--- config.mk ---
export PLATFORM = sky130hd
export DESIGN_NAME = dls_lane
export DESIGN_NICKNAME = d
export VERILOG_FILES = /design/src/dls_pkg.sv /design/src/dls_word_buf.sv /design/src/dls_lane.sv
export SDC_FILE = /design/constraint.sdc
export NUM_CORES = 1
export LEC_CHECK = 0
export ABC_AREA = 1
export BUFFER_PORTS_ARGS = -buffer_cell sky130_fd_sc_hd__buf_2
export CAP_MARGIN = 20
export CORE_MARGIN = 2
export CORE_UTILIZATION = 25
export CTS_CLUSTER_DIAMETER = 100
export DETAILED_ROUTE_END_ITERATION = 10
export HOLD_SLACK_MARGIN = 0.05
export SYNTH_ARGS = -nofsm -noshare
export SYNTH_HDL_FRONTEND = slang
export SYNTH_SLANG_ARGS = --single-unit
--- constraint.sdc ---
create_clock -name mclk -period 4.4 [get_ports mclk]
set_clock_uncertainty 0.15 [all_clocks]
set_input_delay 0.44 -clock mclk [delete_from_list [all_inputs] [get_ports mclk]]
set_output_delay 0.44 -clock mclk [all_outputs]
set_load 0.005 [all_outputs]
--- src/dls_pkg.sv ---
package dls_pkg;

  localparam int WORD_W = 8;
  localparam int SER_RATIO = 8;
  localparam int CNT_W = 3;
  localparam logic [CNT_W-1:0] CNT_LAST = 3'h7;
  localparam logic [CNT_W-1:0] CNT_RST = 3'h0;
  localparam int DELAY_W = 6;
  localparam logic [DELAY_W-1:0] DELAY_INIT = 6'h00;
  localparam int BUF_DEPTH = 2;
  localparam logic [WORD_W-1:0] WORD_RST = 8'h00;

  // lane function picked by the fabric when the lane is built
  typedef enum logic [1:0] {
    DLS_MODE_CLK_RX,
    DLS_MODE_DATA_RX,
    DLS_MODE_TX
  } dls_mode_t;

  // one value per pad of the differential pair
  typedef struct packed {
    logic pos;
    logic neg;
  } dls_pair_t;

endpackage : dls_pkg

--- src/dls_word_buf.sv ---
`timescale 1ns/1ps
`default_nettype none

module dls_word_buf #(
  parameter int WIDTH = 8,
  parameter int DEPTH = 2
) (
  input wire logic mclk,
  input wire logic reset,
  input wire logic ce,
  input wire logic [WIDTH-1:0] in_data,
  input wire logic in_valid,
  output logic in_ready,
  output logic [WIDTH-1:0] out_data,
  output logic out_valid,
  input wire logic out_ready
);
  localparam int PW = (DEPTH > 1) ? $clog2(DEPTH) : 1;
  localparam int CW = $clog2(DEPTH + 1);
  localparam logic [CW-1:0] FULL_CNT = CW'(DEPTH);
  localparam logic [PW-1:0] LAST_PTR = PW'(DEPTH - 1);

  initial begin
    if (DEPTH < 2 || WIDTH < 1) begin
      $error("dls_word_buf: DEPTH must be at least 2");
    end
  end

  logic [WIDTH-1:0] mem_q [DEPTH];
  logic [PW-1:0] wr_q;
  logic [PW-1:0] rd_q;
  logic [CW-1:0] cnt_q;
  logic [CW-1:0] cnt_d;
  logic full_q;
  logic empty_q;

  wire push = ce && in_valid && !full_q;
  wire pop = ce && out_ready && !empty_q;

  assign cnt_d = cnt_q + CW'(push) - CW'(pop);
  assign in_ready = !full_q;
  assign out_valid = !empty_q;
  assign out_data = mem_q[rd_q];

  always_ff @(posedge mclk) begin
    if (push) begin
      mem_q[wr_q] <= in_data;
    end
  end

  always_ff @(posedge mclk or posedge reset) begin
    if (reset) begin
      wr_q <= '0;
      rd_q <= '0;
      cnt_q <= '0;
      full_q <= 1'b0;
      empty_q <= 1'b1;
    end else if (ce) begin
      if (push) wr_q <= (wr_q == LAST_PTR) ? '0 : wr_q + PW'(1);
      if (pop) rd_q <= (rd_q == LAST_PTR) ? '0 : rd_q + PW'(1);
      cnt_q <= cnt_d;
      full_q <= (cnt_d == FULL_CNT);
      empty_q <= (cnt_d == '0);
    end
  end

endmodule : dls_word_buf
`default_nettype wire

--- src/dls_lane.sv ---
// Behaviour
// - rx data lane hands the core eight-bit words timed by the parallel clock
// - low-power pad levels reach the core as two separate signals
// - with queue on, empty flag is high whenever the queue holds nothing
// - clock lane forwards divided and serial clocks for data lanes
// - receive reset clears queue and deserializer at once
// - inputs switch receive buffer and termination on for high-speed mode
// - while stepping enabled, delay counts up or down per parallel clock
// - delay clear returns the delay counter to its initial value
// - clock lane makes the clocks for its group plus a global clock
// - transmit reset, sampled on every enabled mclk cycle, clears the serializer
// - serialized output drives the pads only while high-speed drive enabled
// - low-power transmit drives each pad from own bit and own enable
// - transmit lane returns pad levels only when used as reversible
// - high-speed data passes an eight-to-one converter; low-power bypasses it
// - receive clock lane divides incoming clock to make parallel clock
`timescale 1ns/1ps
`default_nettype none

module dls_lane #(
  parameter int DELAY_BITS = 6
) (
  input wire logic mclk,
  input wire logic reset,
  input wire logic ce,
  input wire dls_pkg::dls_mode_t lane_mode,
  input wire logic lane_reversible,
  input wire logic fifo_en,
  input wire dls_pkg::dls_pair_t pad_in,
  output dls_pkg::dls_pair_t pad_out,
  output dls_pkg::dls_pair_t pad_oe,
  output logic [7:0] hs_rx_word,
  output logic lp_pos_pad_in,
  output logic lp_neg_pad_in,
  input wire logic lp_pos_pad_out,
  input wire logic lp_neg_pad_out,
  input wire logic lp_pos_drive_en,
  input wire logic lp_neg_drive_en,
  output logic queue_empty,
  input wire logic queue_rd_en,
  output logic rx_overrun,
  output logic lane_par_clk_fwd,
  output logic lane_ser_clk_fwd,
  output logic core_div_clk,
  input wire logic rx_reset,
  input wire logic hs_rx_buf_en,
  input wire logic en_a,
  output logic hs_rx_buf_on,
  output logic en_a_on,
  input wire logic delay_step_en,
  input wire logic delay_step_dir,
  input wire logic delay_count_clear,
  output logic [DELAY_BITS-1:0] delay_tap,
  input wire logic [7:0] hs_tx_word,
  input wire logic tx_reset,
  input wire logic hs_drive_en
);
  import dls_pkg::*;

  initial begin
    if (DELAY_BITS < 1 || DELAY_BITS > DELAY_W) begin
      $error("dls_lane: DELAY_BITS out of range");
    end
  end

  // pad synchronisers; only the second stage is read
  dls_pair_t pad_s1_q;
  dls_pair_t pad_s2_q;
  logic [CNT_W-1:0] bit_cnt_q;
  logic [WORD_W-1:0] rx_sh_q;
  logic [WORD_W-1:0] rx_word_q;
  logic push_q;
  logic [WORD_W-1:0] tx_sh_q;
  logic [WORD_W-1:0] hs_rx_word_q;
  logic lp_pos_q;
  logic lp_neg_q;
  logic par_q;
  logic ser_q;
  logic div_q;
  logic buf_on_q;
  logic term_on_q;
  logic overrun_q;
  logic [DELAY_BITS-1:0] delay_q;
  dls_pair_t pad_out_q;
  dls_pair_t pad_oe_q;

  wire rx_clear = reset || rx_reset;
  wire par_tick = (bit_cnt_q == CNT_LAST);
  wire is_clk = (lane_mode == DLS_MODE_CLK_RX);
  wire is_rx = (lane_mode == DLS_MODE_DATA_RX);
  wire is_tx = (lane_mode == DLS_MODE_TX);
  wire rx_bit = buf_on_q & pad_s2_q.pos;
  wire [WORD_W-1:0] rx_word_d = {rx_bit, rx_sh_q[WORD_W-1:1]};
  wire rx_capture = ce && par_tick && is_rx && buf_on_q;
  wire lp_return = !is_tx || lane_reversible;
  wire lp_may_drive = is_tx || lane_reversible;
  wire tx_bit = tx_sh_q[0];
  wire buf_in_ready;
  wire buf_out_valid;
  wire [WORD_W-1:0] buf_out_data;
  wire buf_pop = queue_rd_en && buf_out_valid;
  wire delay_at_max = (delay_q == {DELAY_BITS{1'b1}});
  wire delay_at_min = (delay_q == '0);
  wire [DELAY_BITS-1:0] delay_init = DELAY_INIT[DELAY_BITS-1:0];

  dls_word_buf #(
    .WIDTH(WORD_W),
    .DEPTH(BUF_DEPTH)
  ) u_buf (
    .mclk(mclk),
    .reset(rx_clear),
    .ce(ce),
    .in_data(rx_word_q),
    .in_valid(push_q && fifo_en),
    .in_ready(buf_in_ready),
    .out_data(buf_out_data),
    .out_valid(buf_out_valid),
    .out_ready(queue_rd_en)
  );

  always_ff @(posedge mclk or posedge reset) begin
    if (reset) begin
      pad_s1_q <= '0;
      pad_s2_q <= '0;
      bit_cnt_q <= CNT_RST;
    end else if (ce) begin
      pad_s1_q <= pad_in;
      pad_s2_q <= pad_s1_q;
      bit_cnt_q <= bit_cnt_q + CNT_W'(1);
    end
  end

  // deserializer, cleared with the queue
  always_ff @(posedge mclk or posedge rx_clear) begin
    if (rx_clear) begin
      rx_sh_q <= WORD_RST;
      rx_word_q <= WORD_RST;
      push_q <= 1'b0;
      hs_rx_word_q <= WORD_RST;
      overrun_q <= 1'b0;
    end else if (ce) begin
      rx_sh_q <= rx_word_d;
      push_q <= rx_capture;
      overrun_q <= push_q && fifo_en && !buf_in_ready;
      if (rx_capture) rx_word_q <= rx_word_d;
      if (fifo_en && buf_pop) begin
        hs_rx_word_q <= buf_out_data;
      end else if (!fifo_en && rx_capture) begin
        hs_rx_word_q <= rx_word_d;
      end
    end
  end

  // serializer, loaded once per parallel period, lsb first
  always_ff @(posedge mclk or posedge reset) begin
    if (reset) begin
      tx_sh_q <= WORD_RST;
    end else if (ce) begin
      if (tx_reset) tx_sh_q <= WORD_RST;
      else if (par_tick) tx_sh_q <= hs_tx_word;
      else tx_sh_q <= {1'b0, tx_sh_q[WORD_W-1:1]};
    end
  end

  always_ff @(posedge mclk or posedge reset) begin
    if (reset) begin
      lp_pos_q <= 1'b0;
      lp_neg_q <= 1'b0;
      buf_on_q <= 1'b0;
      term_on_q <= 1'b0;
    end else if (ce) begin
      lp_pos_q <= lp_return & pad_s2_q.pos;
      lp_neg_q <= lp_return & pad_s2_q.neg;
      buf_on_q <= hs_rx_buf_en;
      term_on_q <= en_a;
    end
  end

  // forwarded clocks, only on a receive clock lane
  always_ff @(posedge mclk or posedge reset) begin
    if (reset) begin
      par_q <= 1'b0;
      ser_q <= 1'b0;
      div_q <= 1'b0;
    end else if (ce) begin
      par_q <= is_clk & bit_cnt_q[CNT_W-1];
      ser_q <= is_clk & ~ser_q;
      div_q <= is_clk & bit_cnt_q[CNT_W-1];
    end
  end

  always_ff @(posedge mclk or posedge reset) begin
    if (reset) begin
      delay_q <= DELAY_INIT[DELAY_BITS-1:0];
    end else if (ce && par_tick) begin
      if (delay_count_clear) begin
        delay_q <= delay_init;
      end else if (delay_step_en && delay_step_dir && !delay_at_max) begin
        delay_q <= delay_q + DELAY_BITS'(1);
      end else if (delay_step_en && !delay_step_dir && !delay_at_min) begin
        delay_q <= delay_q - DELAY_BITS'(1);
      end
    end
  end

  // pad drive: high-speed wins over low-power
  always_ff @(posedge mclk or posedge reset) begin
    if (reset) begin
      pad_out_q <= '0;
      pad_oe_q <= '0;
    end else if (ce) begin
      if (is_tx && hs_drive_en) begin
        pad_out_q <= '{pos: tx_bit, neg: ~tx_bit};
        pad_oe_q <= '{pos: 1'b1, neg: 1'b1};
      end else begin
        pad_out_q <= '{pos: lp_pos_pad_out, neg: lp_neg_pad_out};
        pad_oe_q <= '{pos: lp_may_drive & lp_pos_drive_en,
                      neg: lp_may_drive & lp_neg_drive_en};
      end
    end
  end

  assign pad_out = pad_out_q;
  assign pad_oe = pad_oe_q;
  assign hs_rx_word = hs_rx_word_q;
  assign lp_pos_pad_in = lp_pos_q;
  assign lp_neg_pad_in = lp_neg_q;
  assign queue_empty = !buf_out_valid;
  assign rx_overrun = overrun_q;
  assign lane_par_clk_fwd = par_q;
  assign lane_ser_clk_fwd = ser_q;
  assign core_div_clk = div_q;
  assign hs_rx_buf_on = buf_on_q;
  assign en_a_on = term_on_q;
  assign delay_tap = delay_q;

  AST_BYPASS_WORD: assert property (@(posedge mclk) disable iff (rx_clear)
    ce && rx_capture && !fifo_en |=> hs_rx_word == $past(rx_word_d))
    else $error("bypass word not presented");
  AST_LP_LEVEL: assert property (@(posedge mclk) disable iff (reset)
    ce && !is_tx |=> lp_neg_pad_in == $past(pad_s2_q.neg))
    else $error("lp level not passed");
  AST_EMPTY_FLAG: assert property (@(posedge mclk) disable iff (rx_clear)
    ce && push_q && fifo_en && !queue_rd_en |=> !queue_empty)
    else $error("empty flag stuck after push");
  AST_SER_TOGGLE: assert property (@(posedge mclk) disable iff (reset)
    ce && is_clk && $past(ce) && $past(is_clk) |=> lane_ser_clk_fwd != $past(lane_ser_clk_fwd))
    else $error("serial clock forward not toggling");
  AST_RX_CLEAR: assert property (@(posedge mclk)
    rx_reset |=> queue_empty && hs_rx_word == WORD_RST)
    else $error("receive reset did not clear");
  AST_BUF_EN: assert property (@(posedge mclk) disable iff (reset)
    ce |=> hs_rx_buf_on == $past(hs_rx_buf_en) && en_a_on == $past(en_a))
    else $error("buffer or termination enable lost");
  AST_DELAY_STEP: assert property (@(posedge mclk) disable iff (reset)
    ce && par_tick && !delay_count_clear && delay_step_en && delay_step_dir
      && !delay_at_max |=> delay_tap == $past(delay_tap) + DELAY_BITS'(1))
    else $error("delay did not increment");
  AST_DELAY_CLEAR: assert property (@(posedge mclk) disable iff (reset)
    ce && par_tick && delay_count_clear |=> delay_tap == delay_init)
    else $error("delay clear ignored");
  AST_TX_RESET: assert property (@(posedge mclk) disable iff (reset)
    ce && tx_reset |=> tx_sh_q == WORD_RST)
    else $error("serializer not reset");
  AST_HS_DRIVE: assert property (@(posedge mclk) disable iff (reset)
    ce && is_tx && !hs_drive_en && !lp_pos_drive_en |=> !pad_oe.pos)
    else $error("pad driven without enable");
  AST_LP_GUARD: assert property (@(posedge mclk) disable iff (reset)
    ce && !is_tx && !lane_reversible |=> pad_oe == '0)
    else $error("receive lane drove pads");
  AST_TX_RETURN: assert property (@(posedge mclk) disable iff (reset)
    ce && is_tx && !lane_reversible |=> !lp_pos_pad_in && !lp_neg_pad_in)
    else $error("tx lane returned lp level");

  COV_QUEUE_READ: cover property (@(posedge mclk) disable iff (rx_clear)
    fifo_en && buf_pop);
  COV_OVERRUN: cover property (@(posedge mclk) disable iff (rx_clear) rx_overrun);
  COV_HS_TX: cover property (@(posedge mclk) disable iff (reset)
    is_tx && hs_drive_en && par_tick);
  COV_DELAY_DOWN: cover property (@(posedge mclk) disable iff (reset)
    par_tick && delay_step_en && !delay_step_dir && !delay_at_min);

endmodule : dls_lane
`default_nettype wire

Word-level counts from Yosys, hierarchy flattened --
Memory sizes are Yosys's and may differ from the RTL's. Cells that the tools add are included.
Operators by class: add/subtract/negate cells 7, multiply operators 0, divide/modulo/power cells 0, magnitude comparators 0, equality and inequality tests 5, shift operators 0, multiplexer cells 13, bitwise gates (word level) 9, reductions and logical operators 37
Operators by type and width (count):
- $mux 8 | 4
- $mux 6 | 3
- $logic_and 1x1->1 | 17
- $reduce_and 2->1 | 5
- $and 1x1->1 | 7
- $logic_not 1->1 | 7
- $add 6x1->6 const B | 1
- $eq 6x6->1 const B | 1
- $logic_not 6->1 | 1
- $sub 6x1->6 const B | 1
- $eq 2x2->1 const B | 2
- $logic_not 2->1 | 2
- $mux 1 | 4
- $mux 2 | 2
- $add 3x1->3 const B | 1
- $eq 3x3->1 const B | 1
- $logic_or 1x1->1 | 3
- $reduce_bool 3->1 | 1
- $add 1x1->1 const B | 2
- $add 2x1->2 | 1
- $eq 2x1->1 const B | 1
- $not 1->1 | 2
- $reduce_bool 2->1 | 1
- $sub 2x1->2 | 1
Word-level totals: register bits 63, latch bits 0, memory bits (writable) 16, ROM bits 0, bits of input ports 30, output and inout bits 27, word-level logic and storage cells 99, memories kept 1
Memory list:
- u_buf.mem_q | words 2, bits a word 8, rd ports 1, clocked after memory_dff 0, wr ports 1, RTL line dls_word_buf.sv:29 | logic [WIDTH-1:0] mem_q [DEPTH];

Depth between registers and ports, before layout --
Gate-level depths: netlist of the first run.
word-level depth 7, depth in mapped cells 14, mapped depth without buffers 14

Cells and area by module --
Synthesis of the first run repeated with hierarchy kept, for this count alone.
Unflattened totals: cell total of the unflattened synthesis 396, area, all modules 3612.2 µm²
Modules (own cells, without submodules):
- dls_lane | instances 1, cells an instance 330, area each 2717.6 µm², sequential area each 1401.3 µm²
- dls_word_buf | instances 1, cells an instance 66, area each 894.6 µm², sequential area each 631.9 µm²

Worst setup path after synthesis of the first run --
Ideal clock, no wire load.
path kind input port to flip-flop, start in ce, end reg u_buf.empty_q, library setup time 0.078 ns, data arrival time 1.731 ns, required time 4.172 ns, path slack 2.441 ns, stages on the path 11, path buffers 1, path through buf_2 nand3_1 inv_1 ha_1 inv_1 ha_1 xnor2_1 nor2_1 nand3b_1 o21ai_0 inv_1
On the way: word-level cells in the longest chain between the ends 5, elaborated cells between the ends (all ways) 7, those cells by class 2 x add/sub; 5 x reduce/logical
RTL lines:
- start: declaration | RTL line dls_lane.sv:25 | input wire logic ce,
- $logic_and 1x1->1 (2 in a row) | RTL line dls_word_buf.sv:37 | wire push = ce && in_valid && !full_q;
- $add 2x1->2 | RTL line dls_word_buf.sv:40 | assign cnt_d = cnt_q + CW'(push) - CW'(pop);
- $sub 2x1->2 | RTL line dls_word_buf.sv:40
- $logic_not 2->1 | RTL line dls_word_buf.sv:63 | empty_q <= (cnt_d == '0);
- end signal: assignment | RTL line dls_word_buf.sv:63
- end: declaration | RTL line dls_word_buf.sv:35 | logic empty_q;
Several ways; a longest one is shown, not always the timed one. A chain may end at the register's enable or synchronous reset.

Worst setup path in the final report of the first run --
start reg delay_q[0] (netlist: delay_tap[0]), end reg delay_q[4] (netlist: delay_tap[4])
On the way: word-level cells in the longest chain between the ends 5, elaborated cells between the ends (all ways) 13, those cells by class 2 x add/sub; 1 x eq/ne; 3 x mux; 7 x reduce/logical
RTL lines:
- start: declaration | RTL line dls_lane.sv:83 | logic [DELAY_BITS-1:0] delay_q;
- start signal: assignment | RTL line dls_lane.sv:194 | delay_q <= DELAY_INIT[DELAY_BITS-1:0];
- start signal: assignment | RTL line dls_lane.sv:197 | delay_q <= delay_init;
- start signal: assignment | RTL line dls_lane.sv:199 | delay_q <= delay_q + DELAY_BITS'(1);
- parallel branches: the longest is 5 deep, another holds $sub 6x1->6
Several ways; the timed one is not identified. The select of a mux whose other input is x is not followed.

==> run_results.csv, run 1 <==
group,metric,value,unit
outcome,status,"finished, final reports clean",
synthesis,async_reset_ff_share,79.5,%
drt,drt_iter0_drc,160,
clocking,clk_pin_slew_worst_paths,60,ps
grt,grt.overflow.total,0,
power,power_leakage,0.00212,uW
clocking,cts_resized,0,
clocking,postCtsSetupBuffers,0,
cells_and_area,final_util,31.1,%
clocking,clk_latency,330,ps
critical_path,reg2reg_to,"delay_tap[4]",
drt,via_per_inst,4.21,
power,power_density,529,nW/um2
critical_path,required,4520,ps
die,die_w,123,um
cells_and_area,fill_cells,1461,
critical_path,start_kind,"flop",
synthesis,syn_inst,394,
drt,drtPass1Iterations,4,
timing,timing.final.ws_setup,2170,ps
clocking,h-tree-depth,3,
drt,drt-total-wl,7500,um
synthesis,avgSynthCellArea,9.02,um2
synthesis,syn-num-nets,433,
timing,hold_violations,0,
critical_path,worstReg2RegStart,"delay_tap[0]",
cells_and_area,multi_input_comb_area,1260,um2
timing,drv_slew,0,
synthesis,yosys_warnings,0,
grt,grt_pass1_vias,2591,
grt,track_usage,10.7,%
synthesis,synth-main-ff-cell,"dfrtp_1",
synthesis,post-synth-top-area-fraction,43.0,%
hold_path,hp-class,"in2async",
die,die-area,15200,um2
synthesis,yosysTopAreaCell,"dfrtp_1",
timing,tightestPinTransition,681,ps
synthesis,ys_top_cells_by_area,"dfrtp_1 43%, edfxtp_1 14%, nand2_1 11%, o21ai_0 5.9%, inv_1 5.2%",
drt,dr_total_vias,2678,
cells_and_area,seq_area,2030,um2
cells_and_area,n_antenna_cell,0,
grt,antenna_found_initial,0,
clocking,cts_tree,"done",
synthesis,synth_cell_types,31,
clocking,cts-root-buf,"clkbuf_16",
die,core_area,13900,um2
critical_path,cp_max_fo,7,
drt,ant_nets,0,
critical_path,rr_worst_depth,10,
critical_path,path_class,"reg2reg",
cells_and_area,drive_above_1_share,18.6,%
die,fp.dieH,123,um
clocking,clk_path_buf_depth,2,
cells_and_area,nets,490,
placed_design,post-place-ws,1850,ps
critical_path,cp.arrival,2350,ps
synthesis,synth_edf_count,16,
cells_and_area,area_growth,21.5,%
critical_path,startpoint,"delay_tap[0]",
flow_run,drv_cap,0,
timing,final.setup.tns,0,ps
die,start_util,25.6,%
synthesis,ys_seq_elements,78,
clocking,cts_made_buffers,9,
grt,grt_max_degree,41,
critical_path,end_kind,"flop",
synthesis,synth_area,3550,um2
placed_design,portBuffers,56,
power,peakVddDrop,0.242,mV
timing,rsz0062_at_grt,"no",
timing,min_period_over_period,50.7,%
synthesis,seq_area_frac_synth,57.2,%
timing,post-route-min-period,2230,ps
timing,relSlewSlack,54.4,%
placed_design,gp_congestion,0.814,
drt,drc,0,
drt,wire_per_inst,11.8,um
timing,max_freq,449,MHz
critical_path,reg2reg_slack,2170,ps
clocking,clock_sinks,78,
die,rows,43,
die,ios,57,
placed_design,place_hpwl,5430,um
clocking,postCtsHoldBufs,0,
timing,setup_viol,0,
grt,grt_pass1_wl,12500,um
[cell families (layout without fill, tap and decap cells)]
kind of cell	Yosys count	in the layout	share of synthesized area, %
buffers and inverters	63	125	7.25
flip-flops	78	78	57.2
AND/OR/NAND/NOR	171	171	19.6
XOR/XNOR	6	6	1.48
AO/OA/AOI/OAI	67	67	11.0
adder cells (fa/ha/maj)	9	9	3.38
[stage by stage]
step	cells	power, uW	instance area, um2	hold WS, ps
after global routing	636	2450	4320	104
final	636	2280	4320	52.8
after CTS	636	2320	4320	72.0
after detailed placement	620	1560	4010	313
after floorplan	394	1370	3550	292
after global placement	620	1530	4010	309
[metal layers]
metal / track usage, % / vias up / routed length [um]
met5: 0 / - / 0
met4: 3.27 / 0 / 0
met3: 3.64 / 0 / 458
met2: 16.6 / 71 / 3530
met1: 14.2 / 1236 / 3510
li1: - / 1371 / -
[where the power goes]
part / switching [uW] / leakage (uW) / total (uW) / internal (uW)
combinational: 315 / 0.000988 / 547 / 232
sequential: 112 / 0.000980 / 986 / 874
clock: 281 / 0.000156 / 751 / 470
[worst max-delay path, stage by stage, from the launching register on]
cell	delay, ps
dfrtp_1	500
nand2_1	90
nor2_1	130
nand2_1	90
nand2_1	190
inv_1	80
fa_1	420
o21ai_0	230
xor2_1	160
nand2_1	70
nand2_1	50
[layout make-up]
class	count	share of cell area (%)
sequential	78	47.1
multi-input combinational	253	29.3
timing repair buffer	58	6.84
clock buffer	11	5.85
tap	180	5.22
inverter	51	4.43
clock inverter	5	1.27
[worst max-delay path by stage]
stage,end,slack (ps),depth (start not counted)
2_1_floorplan,hs_rx_word[0],2120,1
3_3_place_gp,u_buf.empty_q,1920,11
3_5_place_dp,u_buf.empty_q,1850,11
4_1_cts,delay_tap[4],2160,10
5_1_grt,u_buf.mem_q[0][7],1910,5
6_report,delay_tap[4],2170,10
[cells in the mapped netlist, drive strengths merged (2+ instances only)]
master / count
xor2: 3
dfrtp: 61
edfxtp: 16
nand2: 110
ha: 8
o21ai: 45
clkbuf: 5
nand3: 17
a21o: 2
nor2: 41
buf: 7
xnor2: 3
o22ai: 3
nand3b: 2
a21boi: 2
inv: 50
a21oi: 7
o31ai: 8
[cells in the final DEF, fill, tap and decap left out, types with 3 or more instances in the layout]
cell | synthesis | layout
a21oi_1 | 6 | 6
buf_2 | 2 | 56
clkbuf_16 | 0 | 9
dfrtp_1 | 61 | 61
edfxtp_1 | 16 | 16
ha_1 | 8 | 8
inv_1 | 49 | 49
nand2_1 | 108 | 108
nand3_1 | 16 | 16
nor2_1 | 41 | 40
o21ai_0 | 42 | 42
o21ai_2 | 3 | 3
o22ai_1 | 3 | 3
o31ai_1 | 8 | 8
xnor2_1 | 3 | 3
xor2_1 | 3 | 3
[registers in the layout (all words and copies together), names as in the netlist, 2 cells and up]
name         count
delay_tap        6
hs_rx_word       8
pad_out          2
pad_s1_q         2
rx_sh_q          7
u_buf.cnt_q      2
tx_sh_q          8
pad_s2_q         2
pad_oe           2
bit_cnt_q        3
rx_word_q        8
u_buf.mem_q     16
Note: power is estimated with default switching activity, not from simulation.
==> inputs of run 2 (changes only) <==
==> constraint.sdc (replaced) <==
create_clock -name mclk -period 1.82 [get_ports mclk]
set_clock_uncertainty 0.15 [all_clocks]
set_input_delay 0.182 -clock mclk [delete_from_list [all_inputs] [get_ports mclk]]
set_output_delay 0.182 -clock mclk [all_outputs]
set_load 0.005 [all_outputs]
==> run 2 against run 1 <==
Power grew to 2.6 times the previous value. Cell area up 17%. Critical endpoint is now u_buf.empty_q. Worst hold slack improved by 9.0 ps. Via count is 11% higher. Clock power is 120% higher. The run now ends with setup timing left. First-iteration DRC count decreased by 33%. Register-to-register slack got worse by 2300 ps. Critical path type unchanged. Largest power group unchanged. Sequential cell count unchanged. Sequential power rose by 130%. Routed wire length rose by 13%. Cell count is 9.4% higher.
==> run_results.csv, run 2 (synthesized netlist as in run 1, its figures left out) <==
group,metric,value,unit
power,peakVddDrop,0.556,mV
critical_path,required,1940,ps
die,start_util,25.6,%
cells_and_area,n_antenna_cell,0,
outcome,violations,"setup timing",
critical_path,path_class,"reg2reg",
die,ios,57,
placed_design,gp_congestion,0.794,
drt,drc,0,
clocking,clk_pin_slew_worst_paths,50,ps
timing,timing.final.ws_setup,-138,ps
timing,drv_slew,0,
timing,min_period_over_period,108,%
placed_design,place_hpwl,5740,um
clocking,clock_sinks,78,
power,seqPwrFrac,38.8,%
cells_and_area,nets,550,
timing,relSlewSlack,72.1,%
power,power_density,1180,nW/um2
flow_run,drv_cap,0,
power,power_leakage,0.00242,uW
placed_design,portBuffers,56,
grt,track_usage,11.9,%
critical_path,cp.arrival,2070,ps
timing,tightestPinTransition,418,ps
die,core_area,13900,um2
die,die_w,123,um
cells_and_area,area_growth,42.0,%
critical_path,start_kind,"flop",
drt,drt_iter0_drc,108,
die,rows,43,
cells_and_area,layout_common_cells,"93 x nand2_1, 61 x dfrtp_1, 56 x buf_2, 42 x inv_1, 39 x nor2_1",
clocking,cts_made_buffers,9,
hold_path,hp-class,"in2reg",
outcome,status,"finished, violations left",
power,switching_share,31.4,%
power,power.total,5950,uW
timing,rsz0062_at_grt,"yes",
clocking,cts-root-buf,"clkbuf_16",
critical_path,cp_max_fo,3,
timing,hold_violations,0,
grt,antenna_found_initial,0,
power,internal_power,4080,uW
clocking,h-tree-depth,3,
drt,dr.max_layer_used,"met4",
drt,ant_nets,0,
power,combinationalPowerShare,33.6,%
cells_and_area,largest_register_ffs,16,
drt,via_per_inst,4.28,
drt,wire_per_inst,12.1,um
clocking,cts_tree,"done",
power,p_clk_share,27.6,%
cells_and_area,stdcell_count,696,
timing,max_freq,511,MHz
drt,dr_total_vias,2978,
die,fp.dieH,123,um
critical_path,end_kind,"flop",
die,die-area,15200,um2
drt,dr_wl_met2,4150,um
drt,wl_met1,3810,um
grt,grt.overflow.total,0,
grt,grt_pass1_wl,14000,um
placed_design,dp_cells,644,
timing,setup_viol,3,
power,switching_power,1870,uW
cells_and_area,largest-register,"u_buf.mem_q",
drt,wl_met3,364,um
drt,drtPass1Iterations,4,
grt,grt_pass1_vias,2949,
clocking,clk_latency,340,ps
drt,drt-total-wl,8450,um
timing,post-route-min-period,1960,ps
grt,grt_max_degree,32,
cells_and_area,drive_above_1_share,31.4,%
cells_and_area,final_common_cell,"nand2_1",
clocking,clk_path_buf_depth,2,
run 2: path summary, 6_finish.rpt:
| kind | from | slack (ps) | to | cells after the start |
|---|---|---|---|---|
| worst max-delay path | u_buf.empty_q | -140 | u_buf.empty_q | 11 |
| worst min-delay path | lp_neg_pad_out | 60 | pad_out[0] | 4 |
| worst max register to register | u_buf.empty_q | -140 | u_buf.empty_q | 11 |
| worst min register to register | pad_out[0] | 330 | pad_out[0] | 1 |
| max in group asynchronous | rx_reset | 780 | u_buf.empty_q | 4 |
| min in group asynchronous | reset | 340 | delay_tap[5] | 4 |
run 2: what timing repair did:
action | in CTS | in global routing
endpoints found under the hold margin | 86 | 0
pin swaps | 6 | 13
hold buffers | 22 | 0
setup buffers | 2 | 11
gates cloned | 0 | 1
gates resized for setup | 7 | 53
endpoints found under the setup margin | 21 | 26
run 2: stage by stage:
step / area, um2 / setup WS [ps] / TNS (ps) / util (%) / hold slack, ps
after global routing: 5050 / -256 / -1830 / 36.4 / 85.5
final: 5050 / -138 / -283 / 36.4 / 61.8
after global placement: 4220 / -52.0 / -82.0 / 30.4 / 161
after floorplan: 3570 / -34.5 / -54.4 / - / 136
after CTS: 4780 / -117 / -255 / 34.4 / 58.9
after detailed placement: 4220 / -134 / -406 / 30.4 / 163
run 2: layout make-up:
| class | count | area (um2) |
|---|---|---|
| fill | 1422 | 8830 |
| sequential | 78 | 2030 |
| multi-input combinational | 253 | 1470 |
| timing repair buffer | 118 | 850 |
| clock buffer | 15 | 268 |
| tap | 180 | 225 |
| inverter | 51 | 195 |
| clock inverter | 1 | 5.00 |
run 2: worst max-delay path: stages (launching register included):
cell and delay [ps]:
dfstp_2 530, inv_2 40, nand3_2 60, inv_2 50, ha_4 250, inv_2 40
ha_4 160, xnor2_2 170, nor2_1 60, nand3b_1 200, o21ai_1 120, inv_1 50
run 2: power groups by stage:
stage                     Sequential [uW]  Combinational (uW)  Clock, uW
final                                2310                2000       1640
after global routing                 2340                2250       1760
after CTS                            2300                1750       1690
after detailed placement             2330                1640          0
after global placement               2310                1570          0
after floorplan                      2350                 973          0
run 2: metal layers:
metal  vias to the layer above  GRT usage (%)
met5                         -              0
met4                         0           3.84
met3                        11           3.37
met2                        63           19.7
met1                      1413           15.0
li1                       1491              -
==> inputs of run 3 (changes only) <==
--- a/config.mk
+++ b/config.mk
@@ -8,7 +8,7 @@
 export ABC_AREA = 1
 export BUFFER_PORTS_ARGS = -buffer_cell sky130_fd_sc_hd__buf_2
 export CAP_MARGIN = 20
-export CORE_MARGIN = 2
+export CORE_MARGIN = 1.5
 export CORE_UTILIZATION = 25
 export CTS_CLUSTER_DIAMETER = 100
 export DETAILED_ROUTE_END_ITERATION = 10
==> run 3 against run 2 <==
The flow still finishes with violations (setup timing). Register-to-register slack is essentially flat. First-iteration DRC count up 8.3%. Via count is 0.64% lower. Cell area decreased by 1.1%. Maximum frequency grew 0.57%. Global-route usage is 0.19 points lower. Core utilization is 0.41 points lower. Worst setup slack better by 11 ps. Largest cell class unchanged. Largest power group unchanged.
==> run_results.csv, run 3 (synthesized netlist as in run 1, its figures left out) <==
group,metric,value,unit
power,seqPwrFrac,38.9,%
drt,dr.max_layer_used,"met4",
clocking,cts_made_buffers,9,
drt,wl_met3,333,um
power,p_clk_share,27.1,%
drt,ant_nets,0,
clocking,h-tree-depth,3,
cells_and_area,layout_common_cells,"89 x nand2_1, 61 x dfrtp_1, 56 x buf_2, 42 x inv_1, 40 x nor2_1",
clocking,clk_latency,330,ps
die,rows,43,
critical_path,start_kind,"flop",
grt,grt_max_degree,32,
grt,antenna_found_initial,0,
hold_path,hp-class,"in2reg",
power,switching_power,1880,uW
clocking,clock_sinks,78,
cells_and_area,drive_above_1_share,30.3,%
critical_path,cp_max_fo,3,
timing,holdWs,54.4,ps
die,ios,57,
critical_path,worstReg2RegStart,"u_buf.empty_q",
timing,max_freq,514,MHz
clocking,clk_path_buf_depth,2,
grt,grt_pass1_wl,13500,um
timing,post-route-min-period,1950,ps
die,start_util,25.6,%
cells_and_area,largest_register_ffs,16,
power,switching_share,31.7,%
critical_path,required,1930,ps
die,fp.dieH,122,um
placed_design,place_hpwl,5550,um
timing,tightestPinTransition,437,ps
power,peakVddDrop,0.458,mV
timing,hold_violations,0,
grt,track_usage,11.7,%
cells_and_area,largest-register,"u_buf.mem_q",
flow_run,drv_cap,0,
cells_and_area,area_growth,40.4,%
grt,grt.overflow.total,0,
outcome,violations,"setup timing",
power,power.total,5920,uW
power,power_density,1190,nW/um2
timing,timing.final.ws_setup,-127,ps
drt,drt_iter0_drc,117,
placed_design,gp_congestion,0.781,
timing,setup_viol,4,
clocking,clk_pin_slew_worst_paths,60,ps
timing,drv_slew,0,
timing,rsz0062_at_grt,"yes",
drt,drtPass1Iterations,5,
critical_path,cp.arrival,2060,ps
critical_path,path_class,"reg2reg",
drt,via_per_inst,4.28,
outcome,status,"finished, violations left",
power,combinationalPowerShare,34.0,%
power,power_leakage,0.00238,uW
clocking,cts-root-buf,"clkbuf_16",
die,die_w,122,um
grt,grt_pass1_vias,2888,
cells_and_area,final_common_cell,"nand2_1",
drt,drc,0,
critical_path,startpoint,"u_buf.empty_q",
drt,wire_per_inst,11.8,um
cells_and_area,fill_cells,1401,
clocking,cts_tree,"done",
hold_path,worstHoldStart,"lp_neg_pad_out",
drt,wl_met1,3870,um
drt,dr_wl_met2,3860,um
drt,dr_total_vias,2959,
timing,final.setup.tns,-300,ps
die,core_area,13900,um2
die,die-area,14900,um2
critical_path,end_kind,"flop",
timing,min_period_over_period,107,%
timing,relSlewSlack,70.6,%
placed_design,portBuffers,56,
cells_and_area,nets,545,
cells_and_area,n_antenna_cell,0,
power,internal_power,4040,uW
drt,drt-total-wl,8190,um
## run 3: cell count changes in the layout (fill, tap and decap cells not counted), sizes merged
cell and change:
buf -6, clkbuf -1, clkinv +1, dlygate4sd3 +1
## run 3: final timing paths
path	to	cells after the start	slack, ps
setup / recovery	u_buf.empty_q	11	-130
hold / removal	pad_out[0]	4	50
setup reg to reg	u_buf.empty_q	11	-130
hold reg to reg	en_a_on	2	320
max in group asynchronous	u_buf.empty_q	4	800
min in group asynchronous	delay_tap[4]	4	340
## run 3: final cells by class
class / instances / area (um2) / area share [%]
clock buffers: 14 / 254 / 5.09
clock inverters: 2 / 10.0 / 0.201
inverters: 51 / 195 / 3.91
multi-input cells: 253 / 1460 / 29.3
flip-flops and latches: 78 / 2030 / 40.7
well taps: 180 / 225 / 4.51
repair buffers: 113 / 811 / 16.2
## run 3: critical path: stages (launching register included)
cell and delay, ps:
dfstp_2 540, inv_2 40, nand3_2 60, inv_2 50, ha_4 250, inv_2 40, ha_4 150, xnor2_2 160
nor2_1 70, nand3b_1 200, o21ai_1 110, inv_1 60
## run 3: repair_timing
| item | 4_1_cts | 5_1_grt |
|---|---|---|
| endpoints found under the hold margin | 86 | 0 |
| endpoints found under the setup margin | 19 | 25 |
| resized for setup | 8 | 50 |
| buffers inserted | 5 | 6 |
| hold buffers | 23 | 0 |
| pin swaps | 9 | 19 |
| cloned | 0 | 1 |
## run 3: per-layer routing
| metal | up-vias | track usage [%] |
|---|---|---|
| met5 | - | 0 |
| met4 | 0 | 4.22 |
| met3 | 11 | 2.93 |
| met2 | 74 | 18.8 |
| met1 | 1381 | 15.3 |
| li1 | 1493 | - |
## run 3: metrics by stage
step	area (um2)	util [%]	std cells	setup WS (ps)
after floorplan	3570	-	394	-34.5
after CTS	4780	34.4	684	-115
after global routing	4990	35.9	691	-225
final	4990	35.9	691	-127
after global placement	4190	30.2	640	-60.6
after detailed placement	4190	30.2	640	-142
## run 3: power groups by stage
stage | Sequential [uW] | Clock (uW) | Combinational (uW)
floorplan | 2350 | 0 | 973
global placement | 2310 | 0 | 1570
detailed placement | 2330 | 0 | 1630
CTS | 2300 | 1660 | 1800
global route | 2340 | 1740 | 2270
finish | 2300 | 1600 | 2010
